### config.mk
export PLATFORM = sky130hd
export DESIGN_NAME = pulse_measure_and_input_irq
export DESIGN_NICKNAME = d
export VERILOG_FILES = /design/src/design/pulse_irq_pkg.sv /design/src/design/pulse_meter.sv /design/src/design/pulse_measure_and_input_irq.sv
export SDC_FILE = /design/constraint.sdc
export NUM_CORES = 2
export LEC_CHECK = 0
export ABC_CLOCK_PERIOD_IN_PS = 3150
export BUFFER_PORTS_ARGS = -buffer_cell sky130_fd_sc_hd__buf_4
export CAP_MARGIN = 15
export CELL_PAD_IN_SITES_DETAIL_PLACEMENT = 0
export CELL_PAD_IN_SITES_GLOBAL_PLACEMENT = 1
export CORE_UTILIZATION = 42
export CTS_BUF_LIST = sky130_fd_sc_hd__clkbuf_4
export DETAILED_ROUTE_END_ITERATION = 8
export GPL_ROUTABILITY_DRIVEN = 1
export GPL_TIMING_DRIVEN = 0
export HOLD_SLACK_MARGIN = 0.06
export PLACE_DENSITY = 0.75
export SETUP_SLACK_MARGIN = 0.02
export SYNTH_ARGS = -nofsm -noshare
export SYNTH_HDL_FRONTEND = slang
export SYNTH_SLANG_ARGS = --single-unit
### constraint.sdc
create_clock -name clk -period 3.15 [get_ports clk]
set_input_delay 0.63 -clock clk [delete_from_list [all_inputs] [get_ports clk]]
set_output_delay 0.63 -clock clk [all_outputs]
set_load 0.01 [all_outputs]
### src/design/pulse_irq_pkg.sv
// Shared constants for the pulse measurement and input interrupt block.
// Assumes a single 50 MHz clock; all timing figures below derive from its period.
//
// How it works
// - Six channels on inputs one to six measure on-width, period and frequency.
// - Each enabled channel holds its latest width, period and frequency in hertz.
// - Width and period count whole microseconds by default.
// - Setting number 20 written with 1 makes channels one to four count 0.1 us.
// - Channels five and six stay in whole microseconds under the finer setting.
// - Defining a counter pair also enables measurement on both its inputs.
// - Enabling measurement alone never turns the sharing counter on.
// - Enabling measurement on a pair after its counter was defined disables that counter.
// - Width good to 10 kHz, frequency good to 20 kHz inputs.
// - Ten interrupt inputs: pins one to six and nine to twelve.
// - Each interrupt input triggers on rising or on falling edge.
// - A configured edge requests its handler at once, even if shorter than a scan.
// - A pin one to six made an interrupt loses counter and measurement use.
// - Pins nine to twelve are plain inputs or interrupts only.
// - Outside interrupts, inputs and outputs refresh only at the end of each scan.
// - Source 18 is a periodic timer firing every programmed number of milliseconds.
// - The periodic timer runs independent of the scan length.
// - Timer expiry preempts normal work but waits for a running handler.
// - Pins one to six may be counter and measurement at once; interrupts are exclusive.
`default_nettype none

package pulse_irq_pkg;
  localparam int CLK_PERIOD_NS = 20;
  localparam int US_NS         = 1000;
  localparam int TENTH_US_NS   = 100;
  localparam int MS_NS         = 1000000;
  localparam int COARSE_CYC    = US_NS / CLK_PERIOD_NS;
  localparam int FINE_CYC      = TENTH_US_NS / CLK_PERIOD_NS;
  localparam int MS_CYC        = MS_NS / CLK_PERIOD_NS;
  localparam int CLK_HZ        = 1000000000 / CLK_PERIOD_NS;

  localparam int NUM_PM_CH     = 6;
  localparam int NUM_FINE_CH   = 4;
  localparam int NUM_PAIRS     = 3;
  localparam int NUM_PINS      = 12;
  localparam int NUM_OUTS      = 16;
  localparam int SRC_W         = 5;
  localparam int SET_W         = 8;
  localparam int ARG_W         = 16;
  localparam int PRESC_W       = 8;

  localparam logic [SRC_W-1:0]    TIMER_SRC      = 5'h12;
  localparam logic [SRC_W-1:0]    PIN_SRC_BASE   = 5'h01;
  localparam logic [SET_W-1:0]    SET_RESOLUTION = 8'h14;
  localparam logic [ARG_W-1:0]    FINE_ON        = 16'h0001;
  localparam logic [NUM_PINS-1:0] IRQ_CAPABLE    = 12'hf3f;
  localparam logic [NUM_PINS-1:0] PM_PINS        = 12'h03f;
  localparam int                  EDGE_BIT       = 0;
endpackage : pulse_irq_pkg

`default_nettype wire

### src/design/pulse_meter.sv
// One pulse measurement channel: on-width, period and frequency of a pin.
// Assumes rise and fall arrive as clean one-cycle strobes from a synchronised pin.
`timescale 1ns/1ns
`default_nettype none

module pulse_meter
  import pulse_irq_pkg::*;
#(
  parameter int CW = 32
)
(
  input  wire logic          clk,
  input  wire logic          rstn,
  input  wire logic          ce,
  input  wire logic          en,
  input  wire logic          fine,
  input  wire logic          rise,
  input  wire logic          fall,
  output logic [CW-1:0]      on_width_q,
  output logic [CW-1:0]      period_q,
  output logic [CW-1:0]      freq_q
);
  localparam int IDX_W = $clog2(CW);
  localparam logic [CW-1:0]      DIVIDEND = CW'(CLK_HZ);
  localparam logic [PRESC_W-1:0] FINE_LAST = PRESC_W'(FINE_CYC - 1);
  localparam logic [PRESC_W-1:0] COARSE_LAST = PRESC_W'(COARSE_CYC - 1);
  localparam logic [IDX_W-1:0]   IDX_TOP = IDX_W'(CW - 1);

  logic [PRESC_W-1:0] presc_q;
  logic [CW-1:0]      w_cnt_q;
  logic [CW-1:0]      p_cnt_q;
  logic [CW-1:0]      raw_q;
  logic               seen_rise_q;
  logic               div_busy_q;
  logic [IDX_W-1:0]   div_idx_q;
  logic [CW:0]        rem_q;
  logic [CW-1:0]      quo_q;
  logic [CW-1:0]      den_q;

  wire [PRESC_W-1:0] unit_last = fine ? FINE_LAST : COARSE_LAST;
  wire               tick      = (presc_q == unit_last);
  wire [CW:0]        rem_sh    = {rem_q[CW-1:0], DIVIDEND[div_idx_q]};
  wire               ge        = (rem_sh >= {1'b0, den_q});
  wire [CW:0]        rem_nx    = ge ? rem_sh - {1'b0, den_q} : rem_sh;
  wire [CW-1:0]      quo_nx    = {quo_q[CW-2:0], ge};
  wire [CW-1:0]      w_inc     = (&w_cnt_q) ? w_cnt_q : w_cnt_q + 1'b1;
  wire [CW-1:0]      p_inc     = (&p_cnt_q) ? p_cnt_q : p_cnt_q + 1'b1;
  wire [CW-1:0]      raw_inc   = (&raw_q) ? raw_q : raw_q + 1'b1;

  // Unit counters restart on every rising edge so width and period share one phase.
  always_ff @(posedge clk)
  begin
    if (!rstn || (ce && !en))
    begin
      presc_q     <= '0;
      w_cnt_q     <= '0;
      p_cnt_q     <= '0;
      raw_q       <= '0;
      seen_rise_q <= 1'b0;
      on_width_q  <= '0;
      period_q    <= '0;
    end
    else if (ce)
    begin
      if (rise)
      begin
        presc_q     <= '0;
        w_cnt_q     <= '0;
        p_cnt_q     <= '0;
        raw_q       <= '0;
        seen_rise_q <= 1'b1;
        if (seen_rise_q)
          period_q <= p_cnt_q;
      end
      else
      begin
        presc_q <= tick ? '0 : presc_q + 1'b1;
        p_cnt_q <= tick ? p_inc : p_cnt_q;
        w_cnt_q <= tick ? w_inc : w_cnt_q;
        raw_q   <= raw_inc;
        if (fall && seen_rise_q)
          on_width_q <= w_cnt_q;
      end
    end
  end

  // A serial divider turns the raw period into hertz; 32 cycles is far below
  // the shortest period the channel is asked to follow.
  always_ff @(posedge clk)
  begin
    if (!rstn || (ce && !en))
    begin
      div_busy_q <= 1'b0;
      div_idx_q  <= '0;
      rem_q      <= '0;
      quo_q      <= '0;
      den_q      <= '0;
      freq_q     <= '0;
    end
    else if (ce)
    begin
      if (rise && seen_rise_q)
      begin
        div_busy_q <= 1'b1;
        div_idx_q  <= IDX_TOP;
        rem_q      <= '0;
        quo_q      <= '0;
        den_q      <= raw_inc;
      end
      else if (div_busy_q)
      begin
        rem_q     <= rem_nx;
        quo_q     <= quo_nx;
        div_idx_q <= div_idx_q - 1'b1;
        if (div_idx_q == '0)
        begin
          div_busy_q <= 1'b0;
          freq_q     <= quo_nx;
        end
      end
    end
  end
endmodule : pulse_meter

`default_nettype wire

### src/design/pulse_measure_and_input_irq.sv
// Pulse measurement on six pins, edge interrupts on ten pins and a periodic
// millisecond tick, with handler dispatch and scan-time I/O refresh.
// Assumes command strobes are one cycle wide and synchronous to clk, and that
// the program acknowledges each handler with handler_done.
`timescale 1ns/1ns
`default_nettype none

module pulse_measure_and_input_irq
  import pulse_irq_pkg::*;
#(
  parameter int CW        = 32,
  parameter int MS_CYCLES = MS_CYC,
  parameter int MS_W      = 17
)
(
  input  wire logic                          clk,
  input  wire logic                          rstn,
  input  wire logic                          ce,
  input  wire logic [NUM_PINS-1:0]           din,
  input  wire logic                          scan_refresh,
  input  wire logic [NUM_OUTS-1:0]           out_image,
  input  wire logic                          pulse_measure_enable_cmd,
  input  wire logic [NUM_PM_CH-1:0]          pm_channel_mask,
  input  wire logic                          counter_define_cmd,
  input  wire logic [NUM_PAIRS-1:0]          counter_pair_mask,
  input  wire logic                          interrupt_define_cmd,
  input  wire logic [SRC_W-1:0]              intr_source,
  input  wire logic [ARG_W-1:0]              intr_arg,
  input  wire logic                          system_setting_cmd,
  input  wire logic [SET_W-1:0]              setting_num,
  input  wire logic [ARG_W-1:0]              setting_value,
  input  wire logic                          handler_done,
  output logic [NUM_PM_CH-1:0][CW-1:0]       read_on_width,
  output logic [NUM_PM_CH-1:0][CW-1:0]       read_period,
  output logic [NUM_PM_CH-1:0][CW-1:0]       read_frequency,
  output logic [NUM_PM_CH-1:0]               pm_enabled_q,
  output logic [NUM_PAIRS-1:0]               quadrature_counter_en_q,
  output logic [NUM_PINS-1:0]                irq_assigned_q,
  output logic                               fine_res_q,
  output logic [NUM_PINS-1:0]                input_image_q,
  output logic [NUM_OUTS-1:0]                output_pins_q,
  output logic                               handler_start_q,
  output logic [SRC_W-1:0]                   handler_src_q,
  output logic                               handler_busy_q,
  output logic                               periodic_tick_interrupt_q
);
  localparam int PIN_IDX_W = $clog2(NUM_PINS);
  localparam logic [MS_W-1:0] MS_LAST = MS_W'(MS_CYCLES - 1);

  // Synchroniser and edge detection.
  logic [NUM_PINS-1:0] sync1_q;
  logic [NUM_PINS-1:0] sync2_q;
  logic [NUM_PINS-1:0] prev_q;

  always_ff @(posedge clk)
  begin
    if (!rstn)
    begin
      sync1_q <= '0;
      sync2_q <= '0;
      prev_q  <= '0;
    end
    else if (ce)
    begin
      sync1_q <= din;
      sync2_q <= sync1_q;
      prev_q  <= sync2_q;
    end
  end

  wire [NUM_PINS-1:0] rise_w = sync2_q & ~prev_q;
  wire [NUM_PINS-1:0] fall_w = ~sync2_q & prev_q;

  // Configuration state.
  logic [NUM_PINS-1:0]  edge_rise_q;
  logic [ARG_W-1:0]     tick_period_q;
  logic [NUM_PM_CH-1:0] pm_en_d;
  logic [NUM_PAIRS-1:0] cnt_en_d;
  logic [NUM_PINS-1:0]  irq_asg_d;
  logic [NUM_PINS-1:0]  edge_rise_d;

  wire                def_is_timer = interrupt_define_cmd && (intr_source == TIMER_SRC);
  wire [SRC_W-1:0]    pin_off      = intr_source - PIN_SRC_BASE;
  wire                src_in_range = (intr_source >= PIN_SRC_BASE) &&
                                     (pin_off < SRC_W'(NUM_PINS));
  wire [NUM_PINS-1:0] def_pin_onehot = src_in_range ?
                                       (NUM_PINS'(1) << pin_off[PIN_IDX_W-1:0]) : '0;
  wire [NUM_PINS-1:0] def_pin_mask = interrupt_define_cmd ?
                                     (def_pin_onehot & IRQ_CAPABLE) : '0;
  wire                def_rising   = intr_arg[EDGE_BIT];
  wire                set_fine_hit = system_setting_cmd && (setting_num == SET_RESOLUTION);

  // Commands in one cycle apply in order: counter define, measurement enable,
  // then interrupt define, so the latest kind of use of a pin wins.
  always_comb
  begin
    pm_en_d     = pm_enabled_q;
    cnt_en_d    = quadrature_counter_en_q;
    irq_asg_d   = irq_assigned_q;
    edge_rise_d = edge_rise_q;
    for (int p = 0; p < NUM_PAIRS; p++)
    begin
      if (counter_define_cmd && counter_pair_mask[p])
      begin
        cnt_en_d[p]       = 1'b1;
        pm_en_d[2*p]      = 1'b1;
        pm_en_d[2*p+1]    = 1'b1;
        irq_asg_d[2*p]    = 1'b0;
        irq_asg_d[2*p+1]  = 1'b0;
      end
      if (pulse_measure_enable_cmd && (pm_channel_mask[2*p] || pm_channel_mask[2*p+1]))
        cnt_en_d[p] = 1'b0;
      if (def_pin_mask[2*p] || def_pin_mask[2*p+1])
        cnt_en_d[p] = 1'b0;
    end
    if (pulse_measure_enable_cmd)
    begin
      pm_en_d   = pm_en_d | pm_channel_mask;
      irq_asg_d = irq_asg_d & ~(NUM_PINS'(pm_channel_mask));
    end
    pm_en_d     = pm_en_d & ~def_pin_mask[NUM_PM_CH-1:0];
    irq_asg_d   = irq_asg_d | def_pin_mask;
    edge_rise_d = (edge_rise_d & ~def_pin_mask) |
                  (def_pin_mask & {NUM_PINS{def_rising}});
  end

  always_ff @(posedge clk)
  begin
    if (!rstn)
    begin
      pm_enabled_q            <= '0;
      quadrature_counter_en_q <= '0;
      irq_assigned_q          <= '0;
      edge_rise_q             <= '0;
      fine_res_q              <= 1'b0;
      tick_period_q           <= '0;
    end
    else if (ce)
    begin
      pm_enabled_q            <= pm_en_d;
      quadrature_counter_en_q <= cnt_en_d;
      irq_assigned_q          <= irq_asg_d;
      edge_rise_q             <= edge_rise_d;
      if (set_fine_hit)
        fine_res_q <= (setting_value == FINE_ON);
      if (def_is_timer)
        tick_period_q <= intr_arg;
    end
  end

  // Measurement channels; only the first few may use the finer unit.
  for (genvar g = 0; g < NUM_PM_CH; g++)
  begin : g_meter
    localparam bit FINE_OK = (g < NUM_FINE_CH);
    pulse_meter #(
      .CW (CW)
    ) u_meter (
      .clk        (clk),
      .rstn       (rstn),
      .ce         (ce),
      .en         (pm_enabled_q[g] & ~irq_assigned_q[g]),
      .fine       (fine_res_q & FINE_OK),
      .rise       (rise_w[g]),
      .fall       (fall_w[g]),
      .on_width_q (read_on_width[g]),
      .period_q   (read_period[g]),
      .freq_q     (read_frequency[g])
    );
  end

  // Periodic tick, counted on clk alone so scan length cannot stretch it.
  logic [MS_W-1:0]  ms_presc_q;
  logic [ARG_W-1:0] ms_cnt_q;

  wire ms_tick      = (ms_presc_q == MS_LAST);
  wire tick_running = (tick_period_q != '0);
  wire tick_expire  = tick_running && ms_tick && (ms_cnt_q == tick_period_q - 1'b1);

  always_ff @(posedge clk)
  begin
    if (!rstn)
    begin
      ms_presc_q <= '0;
      ms_cnt_q   <= '0;
    end
    else if (ce)
    begin
      if (def_is_timer || !tick_running)
      begin
        ms_presc_q <= '0;
        ms_cnt_q   <= '0;
      end
      else
      begin
        ms_presc_q <= ms_tick ? '0 : ms_presc_q + 1'b1;
        if (ms_tick)
          ms_cnt_q <= tick_expire ? '0 : ms_cnt_q + 1'b1;
      end
    end
  end

  // Pending events and handler dispatch.
  logic [NUM_PINS-1:0]  pend_q;
  logic [PIN_IDX_W-1:0] pick_idx;
  logic                 pick_found;

  always_comb
  begin
    pick_idx   = '0;
    pick_found = 1'b0;
    for (int i = NUM_PINS - 1; i >= 0; i--)
    begin
      if (pend_q[i])
      begin
        pick_idx   = PIN_IDX_W'(i);
        pick_found = 1'b1;
      end
    end
  end

  wire [NUM_PINS-1:0] edge_hit  = irq_assigned_q &
                                  ((edge_rise_q & rise_w) | (~edge_rise_q & fall_w));
  wire                can_start = !handler_busy_q && !handler_start_q;
  wire                take_tmr  = can_start && periodic_tick_interrupt_q;
  wire                take_pin  = can_start && !periodic_tick_interrupt_q && pick_found;
  wire [NUM_PINS-1:0] taken_pin = take_pin ? (NUM_PINS'(1) << pick_idx) : '0;
  wire [SRC_W-1:0]    pin_src   = SRC_W'(pick_idx) + PIN_SRC_BASE;

  // A new event in the cycle its flag is taken sets the flag again.
  wire [NUM_PINS-1:0] pend_d    = (pend_q & ~taken_pin & irq_assigned_q) | edge_hit;
  wire                tmr_pnd_d = (periodic_tick_interrupt_q && !take_tmr && tick_running) ||
                                  tick_expire;

  always_ff @(posedge clk)
  begin
    if (!rstn)
    begin
      pend_q                    <= '0;
      periodic_tick_interrupt_q <= 1'b0;
      handler_start_q           <= 1'b0;
      handler_src_q             <= '0;
      handler_busy_q            <= 1'b0;
    end
    else if (ce)
    begin
      pend_q                    <= pend_d;
      periodic_tick_interrupt_q <= tmr_pnd_d;
      handler_start_q           <= take_tmr || take_pin;
      if (take_tmr)
        handler_src_q <= TIMER_SRC;
      else if (take_pin)
        handler_src_q <= pin_src;
      if (take_tmr || take_pin)
        handler_busy_q <= 1'b1;
      else if (handler_done)
        handler_busy_q <= 1'b0;
    end
  end

  // Scan-time I/O image: pins are seen by the program only at the refresh.
  always_ff @(posedge clk)
  begin
    if (!rstn)
    begin
      input_image_q <= '0;
      output_pins_q <= '0;
    end
    else if (ce && scan_refresh)
    begin
      input_image_q <= sync2_q;
      output_pins_q <= out_image;
    end
  end
endmodule : pulse_measure_and_input_irq

`default_nettype wire

; Word-level counts from Yosys, hierarchy flattened
; Memories as Yosys holds them, arrays and structs flattened. A register that Yosys moved wholly into a read port is not among the register bits.
; Index checks and enable logic that the tools add are counted.
[totals]
ff_bits = 1979
romBits = 192
inputBits = 91
wordCells = 585
mem_count = 6
[mem_list]
columns = memory, depth, width, rd, rd_clocked_by_memory_dff, wr, line_no
row1 = (no name shown), 32, 1, 1, 1, 0, pulse_meter.sv:42  ; wire [CW:0] rem_sh = {rem_q[CW-1:0], DIVIDEND[div_idx_q]};
row2 = (no name shown), 32, 1, 1, 1, 0, pulse_meter.sv:42
row3 = (no name shown), 32, 1, 1, 1, 0, pulse_meter.sv:42
row4 = (no name shown), 32, 1, 1, 1, 0, pulse_meter.sv:42
row5 = (no name shown), 32, 1, 1, 1, 0, pulse_meter.sv:42
row6 = (no name shown), 32, 1, 1, 1, 0, pulse_meter.sv:42
[op_classes]
add_sub_neg = 41
magnitude_cmp = 14
n_eq_ne = 23
n_shift = 2
muxes = 192
bitwise_logic = 47
reduce_logical = 162
[op_table]
columns = cell, n
row1 = two-way mux 32 bit, 66
row2 = "adder 32 x 1 -> 32 bit, second input constant", 18
row3 = AND reduction 32 bit, 18
row4 = two-way mux 31 bit, 12
row5 = greater-or-equal comparator 33 x 32 -> 1 bit, 6
row6 = subtractor 32 bit, 6
row7 = two-way mux 5 bit, 26
row8 = AND 12 bit, 10
row9 = two-way mux 8 bit, 12
row10 = AND reduction 3 bit, 24
row11 = NOT 12 bit, 5
row12 = AND reduction 2 bit, 26
row13 = "adder 8 x 1 -> 8 bit, second input constant", 6
row14 = two-way mux 12 bit, 4
row15 = two-way mux 16 bit, 3
row16 = two-way mux 4 bit, 12
row17 = OR 12 bit, 4
row18 = two-way mux 1 bit, 47
row19 = logical AND 1 bit, 36
row20 = "less-than comparator 5 x 6 -> 1 bit, second input constant", 6
row21 = "subtractor 5 x 1 -> 5 bit, second input constant", 7
row22 = two-way mux 17 bit, 2
row23 = == test 8 bit, 4
row24 = zero test 5 bit, 6
row25 = 28 further kinds, 115

; Depth between registers and ports, before layout
[depth]
ltp_word = 18
depth_mapped = 16
ltp_nobuf = 16

; Modules after synthesis
; From an unflattened synthesis, not the netlist that was laid out.
[hier_totals]
hier_cells = 11450
area_unflattened_um2 = 92548.8
[modules_own_cells]
columns = mod, instances, cells_each, area_per_inst_um2, seq_area_each_um2
row1 = pulse_meter at g_meter[0].u_meter ..., 3, 1764, 14254.9, 6065.8
row2 = pulse_meter at g_meter[1].u_meter, 1, 1764, 14189.9, 6065.8
row3 = pulse_meter at g_meter[4].u_meter, 1, 1762, 14176.1, 6065.8
row4 = pulse_meter at g_meter[5].u_meter, 1, 1746, 13959.6, 6065.8
row5 = pulse_measure_and_input_irq, 1, 886, 7458.4, 3183.1

; Worst setup path after synthesis
; Ideal clock, no wire load.
[synth_path]
kind = register to register
startpoint = reg g_meter[3].u_meter.rem_sh[0] (netlist name)
endpoint = reg g_meter[3].u_meter.rem_q[26]
setup_time_ns = 0.122
arrival_ns = 3.023
slack_ns = 0.005
stages_incl_launch_ff = 15
n_path_buf = 0
period_less_slack_ns = 3.145
path_cell_list = dfxtp_1 > inv_1 > ha_1 > fa_1 > nor2b_1 > o2111ai_1 > and3_1 > o41a_1 > o21ai_1 > o211a_1 > a211oi_1 > o21a_1 > o41ai_1 > xor2_1 > a221o_1
[synth_lines]
columns = element, line_no
row1 = end signal: assignment, pulse_meter.sv:112  ; rem_q <= rem_nx;
row2 = end: declaration, pulse_meter.sv:36  ; logic [CW:0] rem_q;

==> out/metrics.yaml <==
run_status:
  status: "finished, violations left"
  violations: "negative setup slack"
route:
  drc_errors: 0
  vias: 86100
  viasPerCell: 5.33
  ant_nets: 0
  wl_per_cell_um: 18.7
  totalWireLength_mm: 303
  drt_iter0_markers: 5524
  drt_first_pass_iters: 6
synth:
  synth-edff-count: 0
  ys_async_sr_fraction_pct: 0
  synth_flop_cell: "dfxtp_1"
  synth.lib_cells_used.distinct: 99
  syn_inst: 11400
  ys_seq_area_share_pct: 43.8
  ys.warnings.count: 0
  syn_area_um2: 90300
  avgSynthCellArea_um2: 7.95
  ys_seq_elements: 1977
hold_path:
  holdPathStages: 6
  worstHoldPathType: "input pin to flop"
floorplan:
  rows: 169
  dieArea_um2: 217000
  core_um2: 213000
  die_w_um: 466
  io-pin-count: 725
  initial_core_util_pct: 42.4
  die_h_um: 466
timing:
  hold_violations: 0
  fin_skew_ns: 0.0729
  rsz0062_at_grt: "yes"
  maxSlewViolCount: 0
  slew_headroom_pct: 15.8
  layout_setup_ws_ns: -0.0439
  setup_violations: 5
  hold-worst-slack_ns: 0.220
  tightest_slew_ns: 1.26
  min_period_ns: 3.19
  finalCritPeriodShare_pct: 101
  fmax_ghz: 0.313
  setup_tns_ns: -0.146
cells_and_area:
  final_layout_size_suffix_gt1_share_pct: 16.9
  nets: 13300
  final_common_cell: "nand2_1"
  area_growth_pct: 23.7
  final_util_pct: 52.4
  n_fill_cell: 20800
  final_cell_mix: "2167 x nand2_1, 1935 x dfxtp_1, 1303 x nor2_1"
global_routing:
  grtUsageTotal_pct: 26.7
  grt_pass1_vias: 82800
  antenna_found_initial: 20
  grt_pass1_wl_mm: 462
  grt-ovfl-total: 0
  grt_max_degree: 17
placed_design:
  post-place-ws_ns: -3.12
  gp_congestion: 0.892
  dp_hpwl_mm: 219
  io_buffers: 718
clock_network:
  cts-root-buf: "clkbuf_4"
  cts_sinks: 1977
  path_clk_slew_ns: 0.06
  worstSkewPairLatency_ns: 1.42
  ctsLongestPathBuffers: 4
  numCtsBuffers: 573
  cts.htree.levels: 6
  cts_tree: "built"
job:
  cap_viol_max_count: 0
setup_path:
  end_kind: "flop"
  cp.required_ns: 4.44
  startpoint_type: "flop"
  worstPathMaxFanout: 3
  ff2ff_path_depth: 14
  cp.arrival_ns: 4.49
  criticalPathCategory: "flop to flop"
pwr:
  ir_drop_v: 0.000460
  p_per_area_nw_per_um2: 455
  power.total_mw: 50.8
  p_leak_nw: 42.2
logic make-up after synthesis:
family / after synthesis / share of synthesized area, %
AND/OR/NAND/NOR: 4797 / 23.2
AO/OA/AOI/OAI: 2485 / 16.4
flip-flops: 1977 / 43.8
buffers and inverters: 928 / 3.94
XOR/XNOR: 760 / 7.37
adder cells (fa/ha/maj): 246 / 3.46
multiplexers: 157 / 1.75
other: 1 / 0.00415
repair_timing:
item / 4_1_cts / 5_1_grt
cloned: 4 / 9
hold buffers: 166 / 0
pin swaps: 64 / 147
hold endpoints to repair: 159 / 0
buffers inserted: 69 / 67
gates resized for setup: 263 / 426
setup endpoints to repair: 1288 / 454
layout make-up:
type                    count  area [µm²]  area share (%)
multi-input cells        8447       49100            44.0
flip-flops and latches   1977       39600            35.5
repair buffers           1048        8630            7.73
clock buffers             828        6220            5.57
well taps                2821        3530            3.16
plain buffers             593        2650            2.37
inverters                 311        1170            1.05
clock inverters           111         648           0.580
diodes                     15        37.5          0.0336
power by group:
part           switching, mW  leakage (nW)  internal (mW)
sequential            0.0678          15.9           25.0
clock                   11.2          4.13           12.5
combinational           1.46          22.1          0.536
flip-flops by register name (all words and copies together) (netlist names), 12 cells and up, named ones only:
| register | flops |
|---|---|
| input_image_q | 12 |
| g_meter.u_meter.den_q | 192 |
| sync1_q | 12 |
| g_meter.u_meter.rem_q | 192 |
| tick_period_q | 16 |
| ms_presc_q | 17 |
| g_meter.u_meter.raw_q | 192 |
| g_meter.u_meter.freq_q | 192 |
| g_meter.u_meter.div_idx_q | 30 |
| g_meter.u_meter.p_cnt_q | 192 |
| ms_cnt_q | 16 |
| output_pins_q | 16 |
| sync2_q | 12 |
| g_meter.u_meter.on_width_q | 192 |
| g_meter.u_meter.presc_q | 48 |
| g_meter.u_meter.period_q | 192 |
| g_meter.u_meter.quo_q | 186 |
| g_meter.u_meter.w_cnt_q | 192 |
cells in the mapped netlist, types with 32 or more instances:
master	count	area share, %
a211oi_1	180	1.5
a21o_1	119	0.99
a21oi_1	1126	6.2
a22o_1	34	0.33
a22oi_1	202	1.7
a31oi_1	38	0.26
and2_1	55	0.38
and3_1	185	1.3
and4_1	65	0.63
buf_1	33	0.14
clkbuf_1	547	2.3
dfxtp_1	1977	44
ha_1	240	3.3
inv_1	310	1.3
mux2i_1	153	1.7
nand2_1	2178	9.1
nand2b_1	42	0.29
nand3_1	338	1.9
nand4_1	147	1.0
nor2_1	1336	5.6
nor2b_1	51	0.35
nor3_1	157	0.87
nor4_1	44	0.30
o21a_1	33	0.27
o21ai_0	501	2.8
o31ai_1	32	0.27
or3_1	92	0.64
xnor2_1	306	3.0
xor2_1	454	4.4
metal layers:
| layer | wire (µm) | share of wire (%) | vias to the layer above | GRT usage [%] |
|---|---|---|---|---|
| li1 | - | - | 42400 | - |
| met1 | 133000 | 44 | 40900 | 34.0 |
| met2 | 142000 | 47 | 2268 | 44.3 |
| met3 | 17300 | 5.7 | 524 | 5.29 |
| met4 | 9630 | 3.2 | 2 | 10.2 |
| met5 | 16 | 0.0053 | - | 0 |
final timing paths:
kind | slack [ns] | from | endpoint
max | -0.04 | g_meter[3].u_meter.rem_sh[0]$_DFF_P_ | g_meter[3].u_meter.rem_q[26]$_SDFFE_PP0P_
min | 0.22 | setting_num[0] | fine_res_q$_SDFFE_PN0P_
max reg2reg | -0.04 | g_meter[3].u_meter.rem_sh[0]$_DFF_P_ | g_meter[3].u_meter.rem_q[26]$_SDFFE_PP0P_
min reg2reg | 0.45 | handler_src_q[4]$_SDFFE_PN0P_ | handler_src_q[4]$_SDFFE_PN0P_
per-stage QoR:
stage	instance area (µm²)	instances
after global placement	99200	14900
after floorplan	90300	11400
after detailed placement	99500	14900
after global routing	112000	16100
after CTS	110000	16100
final	112000	16200
worst max-delay path, cell delays in order (launching register included):
cell and delay [ns]:
dfxtp_2 0.32, inv_2 0.04, ha_4 0.16, fa_2 0.38, nor2b_4 0.13, o2111ai_2 0.12, and3_4 0.20, o41a_1 0.35
o21ai_1 0.16, o211a_1 0.20, a211oi_2 0.09, o21a_2 0.26, o41ai_4 0.24, xor2_1 0.11, a221o_1 0.31
No activity file was read; power rests on OpenSTA's default activity.
